==> src/hdl/lfd_regs.vh <==
// Purpose: Constants for the LED fault diagnostic serial slave
// Assumes: 25 MHz reference clock
// Notes: Register offsets are byte register indices on the serial bus
`ifndef LFD_REGS_VH
`define LFD_REGS_VH
`define LFD_ADDR_GND 7'h11
`define LFD_ADDR_SCL 7'h15
`define LFD_ADDR_SDA 7'h51
`define LFD_ADDR_VIN 7'h55
`define LFD_REG_CH_EN 8'h03
`define LFD_REG_TEST 8'h19
`define LFD_REG_SHORT 8'h1C
`define LFD_REG_FAULT 8'h1D
`define LFD_TEST_DIAG_BIT 5
`define LFD_CH_EN_RST 8'h3F
`define LFD_TEST_RST 8'h00
`define LFD_CLK_HZ 25000000
`define LFD_SETTLE_NS 20000
`define LFD_SETTLE_CYC ((`LFD_SETTLE_NS * (`LFD_CLK_HZ / 1000000) + 999) / 1000)
`endif

==> src/hdl/lfd_diag.v <==
// Purpose: LED pin diagnostic sequencer and short-to-ground channel gating
// Assumes: Pin comparator levels already synchronised
// Notes: One run samples all six pins after a settle time
`timescale 1ns/1ps
`include "lfd_regs.vh"
module lfd_diag (
    input wire ref_clk_in,
    input wire rst_n_in,
    input wire start_in,
    input wire [5:0] pin_low_in,
    input wire [5:0] pin_fault_in,
    input wire [5:0] ch_en_in,
    output reg busy_out,
    output reg [5:0] short_out,
    output reg [5:0] fault_out,
    output reg [5:0] drive_en_out
);
    localparam integer SETTLE_CYC = `LFD_SETTLE_CYC;
    localparam [14:0] SETTLE = SETTLE_CYC[14:0];
    reg [14:0] cnt_q;
    always @(posedge ref_clk_in) begin
        if (!rst_n_in) begin
            busy_out <= 1'b1;
            cnt_q <= 15'h0000;
            short_out <= 6'h00;
            fault_out <= 6'h00;
            drive_en_out <= 6'h00;
        end else begin
            if (busy_out) begin
                if (cnt_q == SETTLE - 15'h0001) begin
                    // Capture results, short bits only valid with fault set
                    short_out <= pin_low_in;
                    fault_out <= pin_fault_in | pin_low_in;
                    busy_out <= 1'b0;
                    cnt_q <= 15'h0000;
                end else begin
                    cnt_q <= cnt_q + 15'h0001;
                end
            end else if (start_in) begin
                busy_out <= 1'b1;
            end
            // Shorted channels off, restored once short is gone
            drive_en_out <= ch_en_in & ~(short_out & pin_low_in);
        end
    end
endmodule // lfd_diag

==> src/hdl/lfd_top.v <==
// Purpose: Serial slave with LED fault diagnostic result registers
// Assumes: Bus at most 400 kbit/s; pins sampled by 25 MHz clock
// Notes:
`timescale 1ns/1ps
`include "lfd_regs.vh"
module lfd_top (
    input wire ref_clk_in,
    input wire rst_n_in,
    input wire scl_in,
    input wire serial_data_pin_in,
    output reg serial_data_pin_oe_out,
    output reg serial_data_pin_out,
    input wire strap_gnd_in,
    input wire strap_scl_in,
    input wire strap_sda_in,
    input wire [5:0] pin_low_in,
    input wire [5:0] pin_fault_in,
    output reg [5:0] drive_en_out,
    output reg diag_busy_out
);
    localparam [7:0] ST_IDLE = 8'h01;
    localparam [7:0] ST_ADDR = 8'h02;
    localparam [7:0] ST_AACK = 8'h04;
    localparam [7:0] ST_REG = 8'h08;
    localparam [7:0] ST_RACK = 8'h10;
    localparam [7:0] ST_WDAT = 8'h20;
    localparam [7:0] ST_RDAT = 8'h40;
    localparam [7:0] ST_MACK = 8'h80;
    // ====================================================
    // Input synchronisers
    reg [1:0] scl_s_q, sda_s_q, sg_q, sc_q, sd_q;
    reg [5:0] low_a_q, low_b_q, flt_a_q, flt_b_q;
    reg scl_d_q, sda_d_q;
    always @(posedge ref_clk_in) begin
        scl_s_q <= {scl_s_q[0], scl_in};
        sda_s_q <= {sda_s_q[0], serial_data_pin_in};
        sg_q <= {sg_q[0], strap_gnd_in};
        sc_q <= {sc_q[0], strap_scl_in};
        sd_q <= {sd_q[0], strap_sda_in};
        low_a_q <= pin_low_in;
        low_b_q <= low_a_q;
        flt_a_q <= pin_fault_in;
        flt_b_q <= flt_a_q;
        scl_d_q <= scl_s_q[1];
        sda_d_q <= sda_s_q[1];
    end
    wire scl = scl_s_q[1];
    wire sda = sda_s_q[1];
    wire scl_rise = scl & ~scl_d_q;
    wire scl_fall = ~scl & scl_d_q;
    wire start_c = scl & scl_d_q & sda_d_q & ~sda;
    wire stop_c = scl & scl_d_q & ~sda_d_q & sda;
    // ====================================================
    // Strap address, caught after reset release
    reg [6:0] addr_q;
    reg strap_done_q;
    function [6:0] strap_addr;
        input g, c, d;
        begin
            if (g) strap_addr = `LFD_ADDR_GND;
            else if (c) strap_addr = `LFD_ADDR_SCL;
            else if (d) strap_addr = `LFD_ADDR_SDA;
            else strap_addr = `LFD_ADDR_VIN;
        end
    endfunction
    always @(posedge ref_clk_in) begin
        if (!rst_n_in) begin
            addr_q <= `LFD_ADDR_VIN;
            strap_done_q <= 1'b0;
        end else if (!strap_done_q) begin
            addr_q <= strap_addr(sg_q[1], sc_q[1], sd_q[1]);
            strap_done_q <= 1'b1;
        end
    end
    // ====================================================
    // Registers and diagnostic
    reg [7:0] ch_en_q, test_q, ptr_q;
    wire busy;
    wire [5:0] short_w, fault_w, drv_w;
    reg busy_d_q;
    wire diag_start = test_q[`LFD_TEST_DIAG_BIT] & ~busy & ~busy_d_q;
    lfd_diag u_diag (
        .ref_clk_in(ref_clk_in),
        .rst_n_in(rst_n_in),
        .start_in(diag_start),
        .pin_low_in(low_b_q),
        .pin_fault_in(flt_b_q),
        .ch_en_in(ch_en_q[5:0]),
        .busy_out(busy),
        .short_out(short_w),
        .fault_out(fault_w),
        .drive_en_out(drv_w)
    );
    function [7:0] rd_mux;
        input [7:0] a;
        input [7:0] en, tst;
        input [5:0] sh, fl;
        begin
            case (a)
                `LFD_REG_CH_EN: rd_mux = en;
                `LFD_REG_TEST: rd_mux = tst;
                `LFD_REG_SHORT: rd_mux = {2'b00, sh};
                `LFD_REG_FAULT: rd_mux = {2'b00, fl};
                default: rd_mux = 8'h00;
            endcase
        end
    endfunction
    // ====================================================
    // Serial slave engine
    reg [7:0] st_q, sh_q;
    reg [3:0] bit_q;
    reg rw_q, nack_q;
    always @(posedge ref_clk_in) begin
        if (!rst_n_in) begin
            st_q <= ST_IDLE;
            sh_q <= 8'h00;
            bit_q <= 4'h0;
            rw_q <= 1'b0;
            nack_q <= 1'b0;
            ptr_q <= 8'h00;
            ch_en_q <= `LFD_CH_EN_RST;
            test_q <= `LFD_TEST_RST;
            busy_d_q <= 1'b1;
            serial_data_pin_oe_out <= 1'b0;
            serial_data_pin_out <= 1'b0;
            drive_en_out <= 6'h00;
            diag_busy_out <= 1'b1;
        end else begin
            busy_d_q <= busy;
            drive_en_out <= drv_w;
            diag_busy_out <= busy;
            if (busy_d_q & ~busy)
                test_q[`LFD_TEST_DIAG_BIT] <= 1'b0;
            if (start_c) begin
                st_q <= ST_ADDR;
                bit_q <= 4'h0;
                serial_data_pin_oe_out <= 1'b0;
            end else if (stop_c) begin
                st_q <= ST_IDLE;
                serial_data_pin_oe_out <= 1'b0;
            end else begin
                case (st_q)
                    ST_IDLE: begin
                        serial_data_pin_oe_out <= 1'b0;
                    end
                    ST_ADDR, ST_REG, ST_WDAT: begin
                        if (scl_rise) begin
                            sh_q <= {sh_q[6:0], sda};
                            bit_q <= bit_q + 4'h1;
                        end else if (scl_fall && bit_q == 4'h8) begin
                            bit_q <= 4'h0;
                            if (st_q == ST_ADDR) begin
                                if (sh_q[7:1] == addr_q) begin
                                    rw_q <= sh_q[0];
                                    serial_data_pin_oe_out <= 1'b1;
                                    st_q <= ST_AACK;
                                end else begin
                                    st_q <= ST_IDLE;
                                end
                            end else begin
                                serial_data_pin_oe_out <= 1'b1;
                                if (st_q == ST_REG) begin
                                    ptr_q <= sh_q;
                                end else begin
                                    if (ptr_q == `LFD_REG_CH_EN)
                                        ch_en_q <= {2'b00, sh_q[5:0]};
                                    if (ptr_q == `LFD_REG_TEST)
                                        test_q <= sh_q | (test_q & ((busy_d_q & ~busy) ? 8'h00 : 8'h20));
                                    ptr_q <= ptr_q + 8'h01;
                                end
                                st_q <= ST_RACK;
                            end
                        end
                    end
                    ST_AACK, ST_RACK: begin
                        if (scl_fall) begin
                            if (st_q == ST_AACK && rw_q) begin
                                sh_q <= rd_mux(ptr_q, ch_en_q, test_q, short_w, fault_w);
                                serial_data_pin_oe_out <= 1'b1;
                                st_q <= ST_RDAT;
                            end else begin
                                serial_data_pin_oe_out <= 1'b0;
                                st_q <= (st_q == ST_AACK) ? ST_REG : ST_WDAT;
                            end
                        end
                    end
                    ST_RDAT: begin
                        serial_data_pin_oe_out <= ~sh_q[7];
                        if (scl_fall) begin
                            bit_q <= bit_q + 4'h1;
                            if (bit_q == 4'h7) begin
                                serial_data_pin_oe_out <= 1'b0;
                                ptr_q <= ptr_q + 8'h01;
                                bit_q <= 4'h0;
                                st_q <= ST_MACK;
                            end else begin
                                sh_q <= {sh_q[6:0], 1'b0};
                            end
                        end
                    end
                    ST_MACK: begin
                        if (scl_rise)
                            nack_q <= sda;
                        if (scl_fall) begin
                            if (nack_q) begin
                                st_q <= ST_IDLE;
                            end else begin
                                sh_q <= rd_mux(ptr_q, ch_en_q, test_q, short_w, fault_w);
                                st_q <= ST_RDAT;
                            end
                        end
                    end
                    default: st_q <= ST_IDLE;
                endcase
            end
        end
    end
endmodule // lfd_top

==> config.mk <==
export PLATFORM = sky130hd
export DESIGN_NAME = lfd_top
export DESIGN_NICKNAME = d
export VERILOG_FILES = /design/src/hdl/lfd_diag.v /design/src/hdl/lfd_top.v
export VERILOG_INCLUDE_DIRS = /design/src /design/src/hdl
export SDC_FILE = /design/constraint.sdc
export NUM_CORES = 1
export LEC_CHECK = 0
export BUFFER_PORTS_ARGS = -buffer_cell sky130_fd_sc_hd__buf_2
export CAP_MARGIN = 20
export CORE_MARGIN = 5
export CORE_UTILIZATION = 60
export DETAILED_ROUTE_END_ITERATION = 8
export PLACE_DENSITY = 0.78
export SLEW_MARGIN = 20
export SYNTH_ARGS = -nofsm -noshare
export SYNTH_HDL_FRONTEND = slang
export SYNTH_SLANG_ARGS = --single-unit
==> constraint.sdc <==
create_clock -name ref_clk_in -period 2.4 [get_ports ref_clk_in]
set_input_delay 0.12 -clock ref_clk_in [delete_from_list [all_inputs] [get_ports ref_clk_in]]
set_output_delay 0.12 -clock ref_clk_in [all_outputs]
set_load 0.02 [all_outputs]
Word-level counts from Yosys, hierarchy flattened --
Cells that the tools add are included.
Storage, ports and cells: register bits 130, input port bits 19
Operators by class: add/subtract/negate cells 3, equality and inequality tests 36, muxes and demuxes 62, bitwise operators 30, reduce and logical (&&, ||, !) cells 20
Operators with widths (count):
- $mux W8 | 20
- $pmux W8 S4 | 2
- $mux W6 | 10
- $pmux W8 S5 | 1
- $eq A8 B5 Y1 const B | 4
- $mux W7 | 4
- $ne A4 B4 Y1 const B | 6
- $reduce_and A8 Y1 | 3
- $ne A2 B2 Y1 const B | 11
- $reduce_and A7 Y1 | 3
- $eq A8 B2 Y1 const B | 2
- $mux W4 | 4
- $pmux W8 S2 | 1
- $add A15 B1 Y15 const B | 1
- $eq A15 B9 Y1 const B | 1
- $mux W15 | 1
- $not A1 Y1 | 14
- $mux W1 | 13
- $and A6 B6 Y6 | 2
- $and A1 B1 Y1 | 10
- $reduce_and A10 Y1 | 1
- $ne A3 B3 Y1 const B | 3
- $add A8 B1 Y8 const B | 1
- $and A8 B6 Y8 | 1
- other kinds (25) | 32

Depth between registers and ports, before layout --
Gate-level depths: netlist of run 1.
word-level depth 13, depth in mapped cells 9, gate-level depth less buffers 8

Hierarchy --
A second synthesis of run 1 with hierarchy kept.
Second synthesis, totals: cell total of the unflattened synthesis 580, area total of the unflattened synthesis 5338.9 sq um
By module, submodules not included:
- lfd_top | times used 1, cells an instance 420, area an instance 3940.0 sq um, seq. area each 1821.7 sq um
- lfd_diag | times used 1, cells an instance 160, area an instance 1398.8 sq um, seq. area each 680.7 sq um

Worst setup path before layout of run 1 --
Ideal clock, no wire load.
path kind register to register, from register u_diag.cnt_q[0], to register u_diag.fault_out[3], arrival 1.850 ns, data required time 2.258 ns, slack 0.408 ns, cell stages (with the launch flop) 10, path buffers 2, clock period less this slack 1.992 ns, cells stage by stage dfxtp_1 > ha_1 > or4b_1 > nor3_1 > and3_1 > clkbuf_2 > nand2_1 > buf_2 > nor3_1 > nor3_1
Between the ends: cells in the longest elaborated chain, start to end 2
Ends and longest elaborated chain:
- start, declared | RTL line lfd_diag.v:20 | reg [14:0] cnt_q;
- start signal, assigned | RTL line lfd_diag.v:37 | cnt_q <= cnt_q + 15'h0001;
- $eq A15 B9 Y1 | RTL line lfd_diag.v:30 | if (cnt_q == SETTLE - 15'h0001) begin
- $reduce_and A2 Y1 (no line)
- end signal, assigned | RTL line lfd_diag.v:33 | fault_out <= pin_fault_in | pin_low_in;
- end, declared | RTL line lfd_diag.v:15 | output reg [5:0] fault_out,
Every way passes these cells. A chain may end at the register's enable or synchronous reset.

Final worst setup path of run 1 --
from register st_q[2], to register test_q[1]
Between the ends: cells in the longest elaborated chain, start to end 3, elaborated cells between the ends (all ways) 7
Ends and longest elaborated chain:
- start, declared | RTL line lfd_top.v:110 | reg [7:0] st_q, sh_q;
- start signal, assigned | RTL line lfd_top.v:183 | st_q <= (st_q == ST_AACK) ? ST_REG : ST_WDAT;
- $eq A8 B2 Y1 (tied with other cells) | RTL line lfd_top.v:142, lfd_top.v:152
- $reduce_or A3 Y1 or $not A1 Y1 (tied branches)
- $reduce_and A8 Y1 (no line) *
- end signal, assigned | RTL line lfd_top.v:122 | test_q <= `LFD_TEST_RST;
- end signal, assigned | RTL line lfd_top.v:168 | test_q <= sh_q | (test_q & ((busy_d_q & ~busy) ? 8'h00 : 8'h20));
- end, declared | RTL line lfd_top.v:77 | reg [7:0] ch_en_q, test_q, ptr_q;
Mark *: on every way between the ends. The rest lies on a longest branch, timed or not.

==> impl_metrics.tcl, run 1 <==
set metrics [dict create \
    status "finished clean" \
    cp_slowest_cell "nor4_2" \
    first_pass_iters 5 \
    yosys.area.top_type "dfxtp_1" \
    p_per_area_mw_per_mm2 779 \
    max_freq_mhz 436 \
    synth_area_leaders "dfxtp_1 (47%), mux2i_1 (6.1%), nor2_1 (4.7%), nand2_1 (3.3%), a21oi_1 (2.6%)" \
    syn_nets 583 \
    grt_use_total 0.255 \
    yosysMostFrequentCell "dfxtp_1" \
    grt_pass1_vias 4555 \
    grt_max_degree 38 \
    nets 639 \
    cts_tree "built" \
    busiest_layer "met2" \
    worst_slew_pin_slew_ns 0.761 \
    die_y_um 104 \
    drv_slew 0 \
    cp_data_required_time_ns 2.78 \
    hold_viol 0 \
    synth_common_cells "dfxtp_1 (125), nor2_1 (66), nand2_1 (47)" \
    path_clk_slew_ns 0.06 \
    critical_path.cell_chain "buf_4 -> nor4_2 -> and3_1 -> nor4_4 -> nand4_4 -> mux2i_1 -> nor2_1" \
    synth_edf_count 0 \
    drive_gt1_frac 0.179 \
    dieArea_mm2 0.0108 \
    clk_latency_ns 0.52 \
    fin_crit_sh 0.955 \
    hold_path_class "in -> reg" \
    start_kind "register" \
    post_cts.repair.setup_buffers 0 \
    leakagePower_nw 2.51 \
    met2_usage 0.427 \
    period_needed_ns 2.29 \
    clock_skew_ns 0.0128 \
    synth_cell_types 68 \
    synth_flop_cell "dfxtp_1" \
    clockBufferDepth 2 \
    grt_overflow 0 \
    routed_wl_um 13600 \
    synth_seq_area_share 0.474 \
    place_congestion 0.894 \
    critical_path_class "reg -> reg" \
    setup_viol 0 \
    area_delta_synth_final_pct 19.9 \
    vias_per_cell 6.06 \
    utilization 0.733 \
    final.fill_count 606 \
    grtUsageMet1 0.317 \
    async_reset_ff_frac 0 \
    finalPower_w 0.00493 \
    drv_cap 0 \
    irDropWorstVdd_uv 575 \
    remaining_drc_errors 0 \
    cpPeakStageDelay_ns 0.53 \
    multi_input_area_mm2 0.00253 \
    fin_tns_setup_ns 0 \
    critPathCaptureType "register" \
    vias 4455 \
    arrival_ns 2.67 \
    wire_per_inst_um 18.6 \
    synth.cell_area_mm2 0.00528 \
    yosysWarningCount 0 \
    io_pins 28 \
    rrSetupSlack_ns 0.11 \
    syn_avg_cell_area_um2 9.45 \
    synth_seq_cells 125 \
    rsz0062_at_grt "no" \
    drtAntennaViolNets 0 \
    insertedDiodeCount 0 \
    hpwl_um 8470 \
    cts_buffers 17 \
    crit_fanout 9 \
    clockRootBuffer "clkbuf_8" \
    synth_cells 558 \
    cts_max_level 4 \
    first_iter_violations 287 \
    cts.sinks 125 \
    placementRows 34 \
    die_w_um 104 \
    coreArea_mm2 0.00864 \
    yosysTopAreaCellShare 0.474 \
    grt_pass1_wl_um 22500 \
    initial_core_util 0.611 \
    seq_area_mm2 0.00250 \
    port_buffers 26 \
    antenna_found_initial 0 \
    max-slew-margin-rel 0.492 \
    met3_usage 0.0522 \
]
## worst paths after layout
kind / from / cells past startpoint / endpoint
max: st_q[2] / 7 / test_q[1]
max reg2reg: st_q[2] / 7 / test_q[1]
min: pin_low_in[1] / 2 / low_a_q[1]
min reg2reg: scl_s_q[0] / 0 / scl_s_q[1]
## layout by cell type (no fill, tap or decap), types with 14 or more instances in the layout
master	synthesis	routed
nand2_1	47	47
inv_1	15	15
mux2i_1	32	32
dfxtp_1	125	125
a21oi_1	27	27
buf_2	15	26
nand3_1	14	14
buf_4	3	26
xor2_1	14	14
dlygate4sd3_1	0	18
nor2_1	66	66
nor3_1	21	21
clkbuf_16	0	16
## per-layer routing
| layer | routed length [um] | vias up |
|---|---|---|
| li1 | - | 2109 |
| met5 | 0 | - |
| met3 | 693 | 37 |
| met2 | 6680 | 167 |
| met4 | 376 | 0 |
| met1 | 5890 | 2142 |
## cell families (layout without fill, tap and decap cells)
logic type,Yosys count,count (layout),share of synthesized area
and+or+nand+nor,221,221,0.223
other,1,1,0.000711
muxes,33,33,0.0629
DFF,125,125,0.474
AOI/OAI and AO/OA,100,100,0.140
xor gates and xnor gates,22,22,0.0365
adders and majority gates,6,6,0.0142
buffers and inverters,50,119,0.0474
## what timing repair did
action,CTS,global route
hold buffers,18,0
endpoints found under the hold margin,22,0
cloned,0,0
resized for setup,1,1
endpoints found under the setup margin,2,7
## critical path: cells and delay by family (launching register included)
kind / cells / cell delay [ns]
buffers and inverters: 1 / 0.21
and+or+nand+nor: 5 / 1.29
muxes: 1 / 0.23
DFF: 1 / 0.41
## per-stage QoR
| step | hold slack (ns) | area (um2) | setup slack, ns | std cells |
|---|---|---|---|---|
| 2_1_floorplan | 0.148 | 5280 | 0.408 | 558 |
| 3_3_place_gp | 0.222 | 5570 | 0.105 | 685 |
| 3_5_place_dp | 0.224 | 5570 | 0.0256 | 685 |
| 4_1_cts | 0.223 | 6320 | 0.163 | 735 |
| 5_1_grt | 0.237 | 6330 | 0.0167 | 735 |
| 6_report | 0.238 | 6330 | 0.108 | 735 |
## flip-flops by register name (all words and copies together), names as in the netlist, 4 cells and up
signal	cells
bit_q	4
ptr_q	8
drive_en_out	6
flt_b_q	6
st_q	8
u_diag.cnt_q	15
test_q	8
low_a_q	6
sh_q	8
u_diag.drive_en_out	6
flt_a_q	6
u_diag.short_out	6
low_b_q	6
ch_en_q	6
u_diag.fault_out	6
## layout make-up
class                      count  share of cell area
sequential                   125               0.396
inverter                      16             0.00949
multi-input combinational    383               0.399
tap                          108              0.0214
timing repair buffer          71              0.0831
clock inverter                14              0.0251
clock buffer                  18              0.0661
## report_power, final
group / total, W / switching (W) / leakage [nW] / internal, W
clock network: 0.00253 / 0.00103 / 0.288 / 0.00150
registers: 0.00218 / 0.0000421 / 1.03 / 0.00213
logic: 0.000220 / 0.000122 / 1.19 / 0.0000981
No activity file was read; power rests on OpenSTA's default activity.
==> run 2: changes to the inputs <==
--- a/config.mk
+++ b/config.mk
@@ -12,6 +12,7 @@
 export CORE_UTILIZATION = 60
 export DETAILED_ROUTE_END_ITERATION = 8
 export PLACE_DENSITY = 0.78
+export SETUP_SLACK_MARGIN = 0.2
 export SLEW_MARGIN = 20
 export SYNTH_ARGS = -nofsm -noshare
 export SYNTH_HDL_FRONTEND = slang
==> impl_metrics.tcl, run 2 (synthesized netlist as in run 1, its figures left out) <==
set metrics [dict create \
    grt_use_total 0.256 \
    worst_slew_pin_slew_ns 0.758 \
    clock_skew_ns 0.0129 \
    clockBufferDepth 2 \
    start_kind "register" \
    drtAntennaViolNets 0 \
    rsz0062_at_grt "yes" \
    utilization 0.742 \
    placementRows 34 \
    period_needed_ns 2.15 \
    cts.sinks 125 \
    critical_path_class "reg -> reg" \
    power_switching_w 0.00120 \
    cts_tree "built" \
    hold_viol 0 \
    hold_path_class "in -> reg" \
    clockRootBuffer "clkbuf_8" \
    top_register "u_diag.cnt_q" \
    grt_overflow 0 \
    final_cell_mix "dfxtp_1 (118), nor2_1 (66), nand2_1 (46)" \
    setup_viol 0 \
    die_w_um 104 \
    comb_power_share 0.045 \
    vias 4507 \
    cts_max_level 4 \
    max-slew-margin-rel 0.494 \
    io_pins 28 \
    cp_data_required_time_ns 2.77 \
    drv_slew 0 \
    p_per_area_mw_per_mm2 771 \
    critPathCaptureType "register" \
    remaining_drc_errors 0 \
    drv_cap 0 \
    insertedDiodeCount 0 \
    initial_core_util 0.611 \
    grt_pass1_vias 4558 \
    fin_tns_setup_ns 0 \
    pre_cts_ws_ns 0.0256 \
    leakagePower_nw 2.54 \
    vias_per_cell 6.11 \
    port_buffers 26 \
    swShare 0.243 \
    p_int_w 0.00374 \
    arrival_ns 2.52 \
    first_iter_violations 270 \
    fin_crit_sh 0.895 \
    place_congestion 0.894 \
    dieArea_mm2 0.0108 \
    clk_latency_ns 0.52 \
    grt_pass1_wl_um 22500 \
    hpwl_um 8470 \
    drive_gt1_frac 0.205 \
    final_common_cell "dfxtp_1" \
    crit_fanout 13 \
    largest_reg_flops 15 \
    antenna_found_initial 0 \
    irDropWorstVdd_uv 576 \
    area_delta_synth_final_pct 21.4 \
    routed_wl_um 13800 \
    die_y_um 104 \
    cts_buffers 17 \
    path_clk_slew_ns 0.06 \
    max_freq_mhz 465 \
    seqPwrFrac 0.441 \
    wire_per_inst_um 18.7 \
    status "finished clean" \
    final.fill_count 596 \
    whs_ns 0.236 \
    nets 642 \
    first_pass_iters 7 \
    clkPwrFrac 0.514 \
    coreArea_mm2 0.00864 \
    grt_max_degree 38 \
    worst_slack_ns 0.251 \
]
[run 2: layout make-up]
class | count | area (um2) | area share
sequential | 125 | 2510 | 0.392
multi-input combinational | 384 | 2580 | 0.403
inverter | 16 | 60.1 | 0.00938
clock buffer | 18 | 418 | 0.0652
clock inverter | 14 | 159 | 0.0248
timing repair buffer | 73 | 541 | 0.0844
tap | 108 | 135 | 0.0211
[run 2: critical path, cell delays in order, from the launching register on]
cell and delay [ns]:
dfxtp_1 0.37, ha_1 0.20, or4b_1 0.44, nor3_1 0.12
and3_1 0.22, nand2_1 0.07, buf_4 0.21, nor3_1 0.27
nor3_1 0.08
[run 2: metal layers]
metal,vias up,track usage,part of all wire
met3,35,0.0522,0.065
met5,-,0,0
met4,0,0.112,0.026
met2,188,0.428,0.49
li1,2115,-,-
met1,2169,0.318,0.42
[run 2: what timing repair did]
action                                 4_1_cts  5_1_grt
setup endpoints to repair                   25       25
pin swaps                                    0        2
endpoints found under the hold margin       22        0
gates cloned                                 0        1
buffers inserted                             0        2
hold buffers                                18        0
gates resized for setup                      5       14
[run 2: metrics by stage]
step / power, W / instance area, um2 / cells
floorplan: 0.00234 / 5280 / 558
global placement: 0.00241 / 5570 / 685
detailed placement: 0.00241 / 5570 / 685
CTS: 0.00494 / 6340 / 735
global route: 0.00508 / 6410 / 738
finish: 0.00494 / 6410 / 738
[run 2: power by group through the flow]
stage	registers (W)	clock network (W)	logic (W)
6_report	0.00218	0.00254	0.000223
5_1_grt	0.00218	0.00265	0.000240
4_1_cts	0.00217	0.00255	0.000217
3_5_place_dp	0.00222	0	0.000193
3_3_place_gp	0.00221	0	0.000191
2_1_floorplan	0.00221	0	0.000135
[run 2: worst paths after layout]
check	from	end	slack, ns	depth (start not counted)
setup / recovery	u_diag.cnt_q[0]	u_diag.fault_out[3]	0.25	8
hold / removal	pin_low_in[1]	low_a_q[1]	0.24	2
setup reg to reg	u_diag.cnt_q[0]	u_diag.fault_out[3]	0.25	8
hold reg to reg	scl_s_q[0]	scl_s_q[1]	0.33	0
==> run 3: changes to the inputs <==
==> constraint.sdc (replaced) <==
create_clock -name ref_clk_in -period 2.4 [get_ports ref_clk_in]
set_input_delay 0.48 -clock ref_clk_in [delete_from_list [all_inputs] [get_ports ref_clk_in]]
set_output_delay 0.48 -clock ref_clk_in [all_outputs]
set_load 0.02 [all_outputs]
==> impl_metrics.tcl, run 3 (synthesized netlist as in run 1, its figures left out) <==
set metrics [dict create \
    cts_max_level 4 \
    routed_wl_um 12300 \
    post_cts.repair.setup_buffers 0 \
    io_pins 28 \
    crit_path_start "scl_s_q[1]" \
    area_delta_synth_final_pct 16.7 \
    die_y_um 104 \
    worst_slew_pin_slew_ns 0.703 \
    arrival_ns 2.47 \
    grt_max_degree 37 \
    drive_gt1_frac 0.203 \
    final.fill_count 625 \
    setup_viol 0 \
    top_register "u_diag.cnt_q" \
    cp_data_required_time_ns 2.76 \
    grt_use_total 0.234 \
    grt_overflow 0 \
    cts_tree "built" \
    cts_buffers 17 \
    rrSetupSlack_ns 0.29 \
    critical_path_class "reg -> reg" \
    cpPeakStageDelay_ns 0.42 \
    grt_pass1_vias 4247 \
    critPathCaptureType "register" \
    place_congestion 0.960 \
    vias 4296 \
    crit_fanout 8 \
    final_common_cell "dfxtp_1" \
    hold_viol 0 \
    port_buffers 26 \
    first_pass_iters 5 \
    cts.sinks 125 \
    rr_endpoint "ch_en_q[2]" \
    remaining_drc_errors 0 \
    initial_core_util 0.611 \
    fin_crit_sh 0.880 \
    nets 613 \
    final_area_mm2 0.00616 \
    clock_skew_ns 0.0167 \
    whs_ns 0.0577 \
    wire_per_inst_um 17.4 \
    clk_latency_ns 0.52 \
    rr_worst_depth 6 \
    rsz0062_at_grt "no" \
    placementRows 34 \
    clockRootBuffer "clkbuf_8" \
    hold_depth 1 \
    antenna_found_initial 0 \
    p_per_area_mw_per_mm2 789 \
    final_cell_mix "dfxtp_1 (118), nor2_1 (66), nand2_1 (47)" \
    drtAntennaViolNets 0 \
    reg2reg_from "scl_s_q[1]" \
    die_w_um 104 \
    drv_slew 0 \
    insertedDiodeCount 0 \
    critical_path.cell_chain "nand2b_2 -> or3_4 -> nor2_1 -> and4_2 -> mux2i_1 -> nand2_1" \
    grt_pass1_wl_um 20700 \
    vias_per_cell 6.06 \
    hpwl_um 7930 \
    clockBufferDepth 2 \
    max-slew-margin-rel 0.531 \
    period_needed_ns 2.11 \
    finalPower_w 0.00486 \
    status "finished clean" \
    hold_start "pin_fault_in[5]" \
    worstHoldEndpoint "flt_a_q[5]" \
    postPlaceCellArea_mm2 0.00551 \
    irDropWorstVdd_uv 544 \
    max_freq_mhz 474 \
    dieArea_mm2 0.0108 \
    coreArea_mm2 0.00864 \
    first_iter_violations 317 \
    largest_reg_flops 15 \
    fin_tns_setup_ns 0 \
    cp_slowest_cell "or3_4" \
    drv_cap 0 \
    hold_path_class "in -> reg" \
    leakagePower_nw 2.39 \
    path_clk_slew_ns 0.07 \
    start_kind "register" \
]
-- run 3: layout make-up --
type,instances,area [um2],area share
multi-input cells,383,2590,0.421
flip-flops and latches,125,2510,0.408
clock buffers,18,428,0.0695
repair buffers,45,285,0.0463
clock inverters,14,146,0.0238
well taps,108,135,0.0219
inverters,16,60.1,0.00975
-- run 3: power by group --
group | switching [W] | leakage (nW) | internal, W | total (W)
Combinational | 0.000117 | 1.09 | 0.0000803 | 0.000197
Sequential | 0.0000402 | 1.03 | 0.00213 | 0.00217
Clock | 0.00105 | 0.271 | 0.00144 | 0.00249
-- run 3: per-layer routing --
metal / part of all wire / track usage / up-vias
li1: - / - / 2048
met1: 0.44 / 0.301 / 2042
met3: 0.062 / 0.0585 / 29
met5: 0 / 0 / -
met4: 0.023 / 0.107 / 0
met2: 0.48 / 0.370 / 177
-- run 3: worst max-delay path by stage --
stage / to / slack [ns] / cells after the start
after floorplan: u_diag.fault_out[3] / 0.41 / 9
after global placement: sh_q[5] / 0.26 / 7
after detailed placement: test_q[6] / 0.20 / 6
after CTS: sh_q[3] / 0.22 / 7
after global routing: st_q[3] / 0.19 / 6
final: ch_en_q[2] / 0.29 / 6
-- run 3: worst max-delay path, delay by kind of cell, from the launching register on --
kind / cells / cell delay, ns
simple gates: 5 / 1.32
flops: 1 / 0.38
mux: 1 / 0.26
-- run 3: metrics by stage --
step / std cells / setup WS [ns] / utilization
floorplan: 558 / 0.408 / -
global placement: 677 / 0.263 / 0.637
detailed placement: 677 / 0.199 / 0.637
CTS: 709 / 0.216 / 0.705
global route: 709 / 0.188 / 0.713
finish: 709 / 0.289 / 0.713
-- run 3: what timing repair did --
item                       CTS  global route
setup endpoints to repair    4            53
hold buffers                 0             0
resized for setup            4            17
cloned                       0             0
pin swaps                    0             1
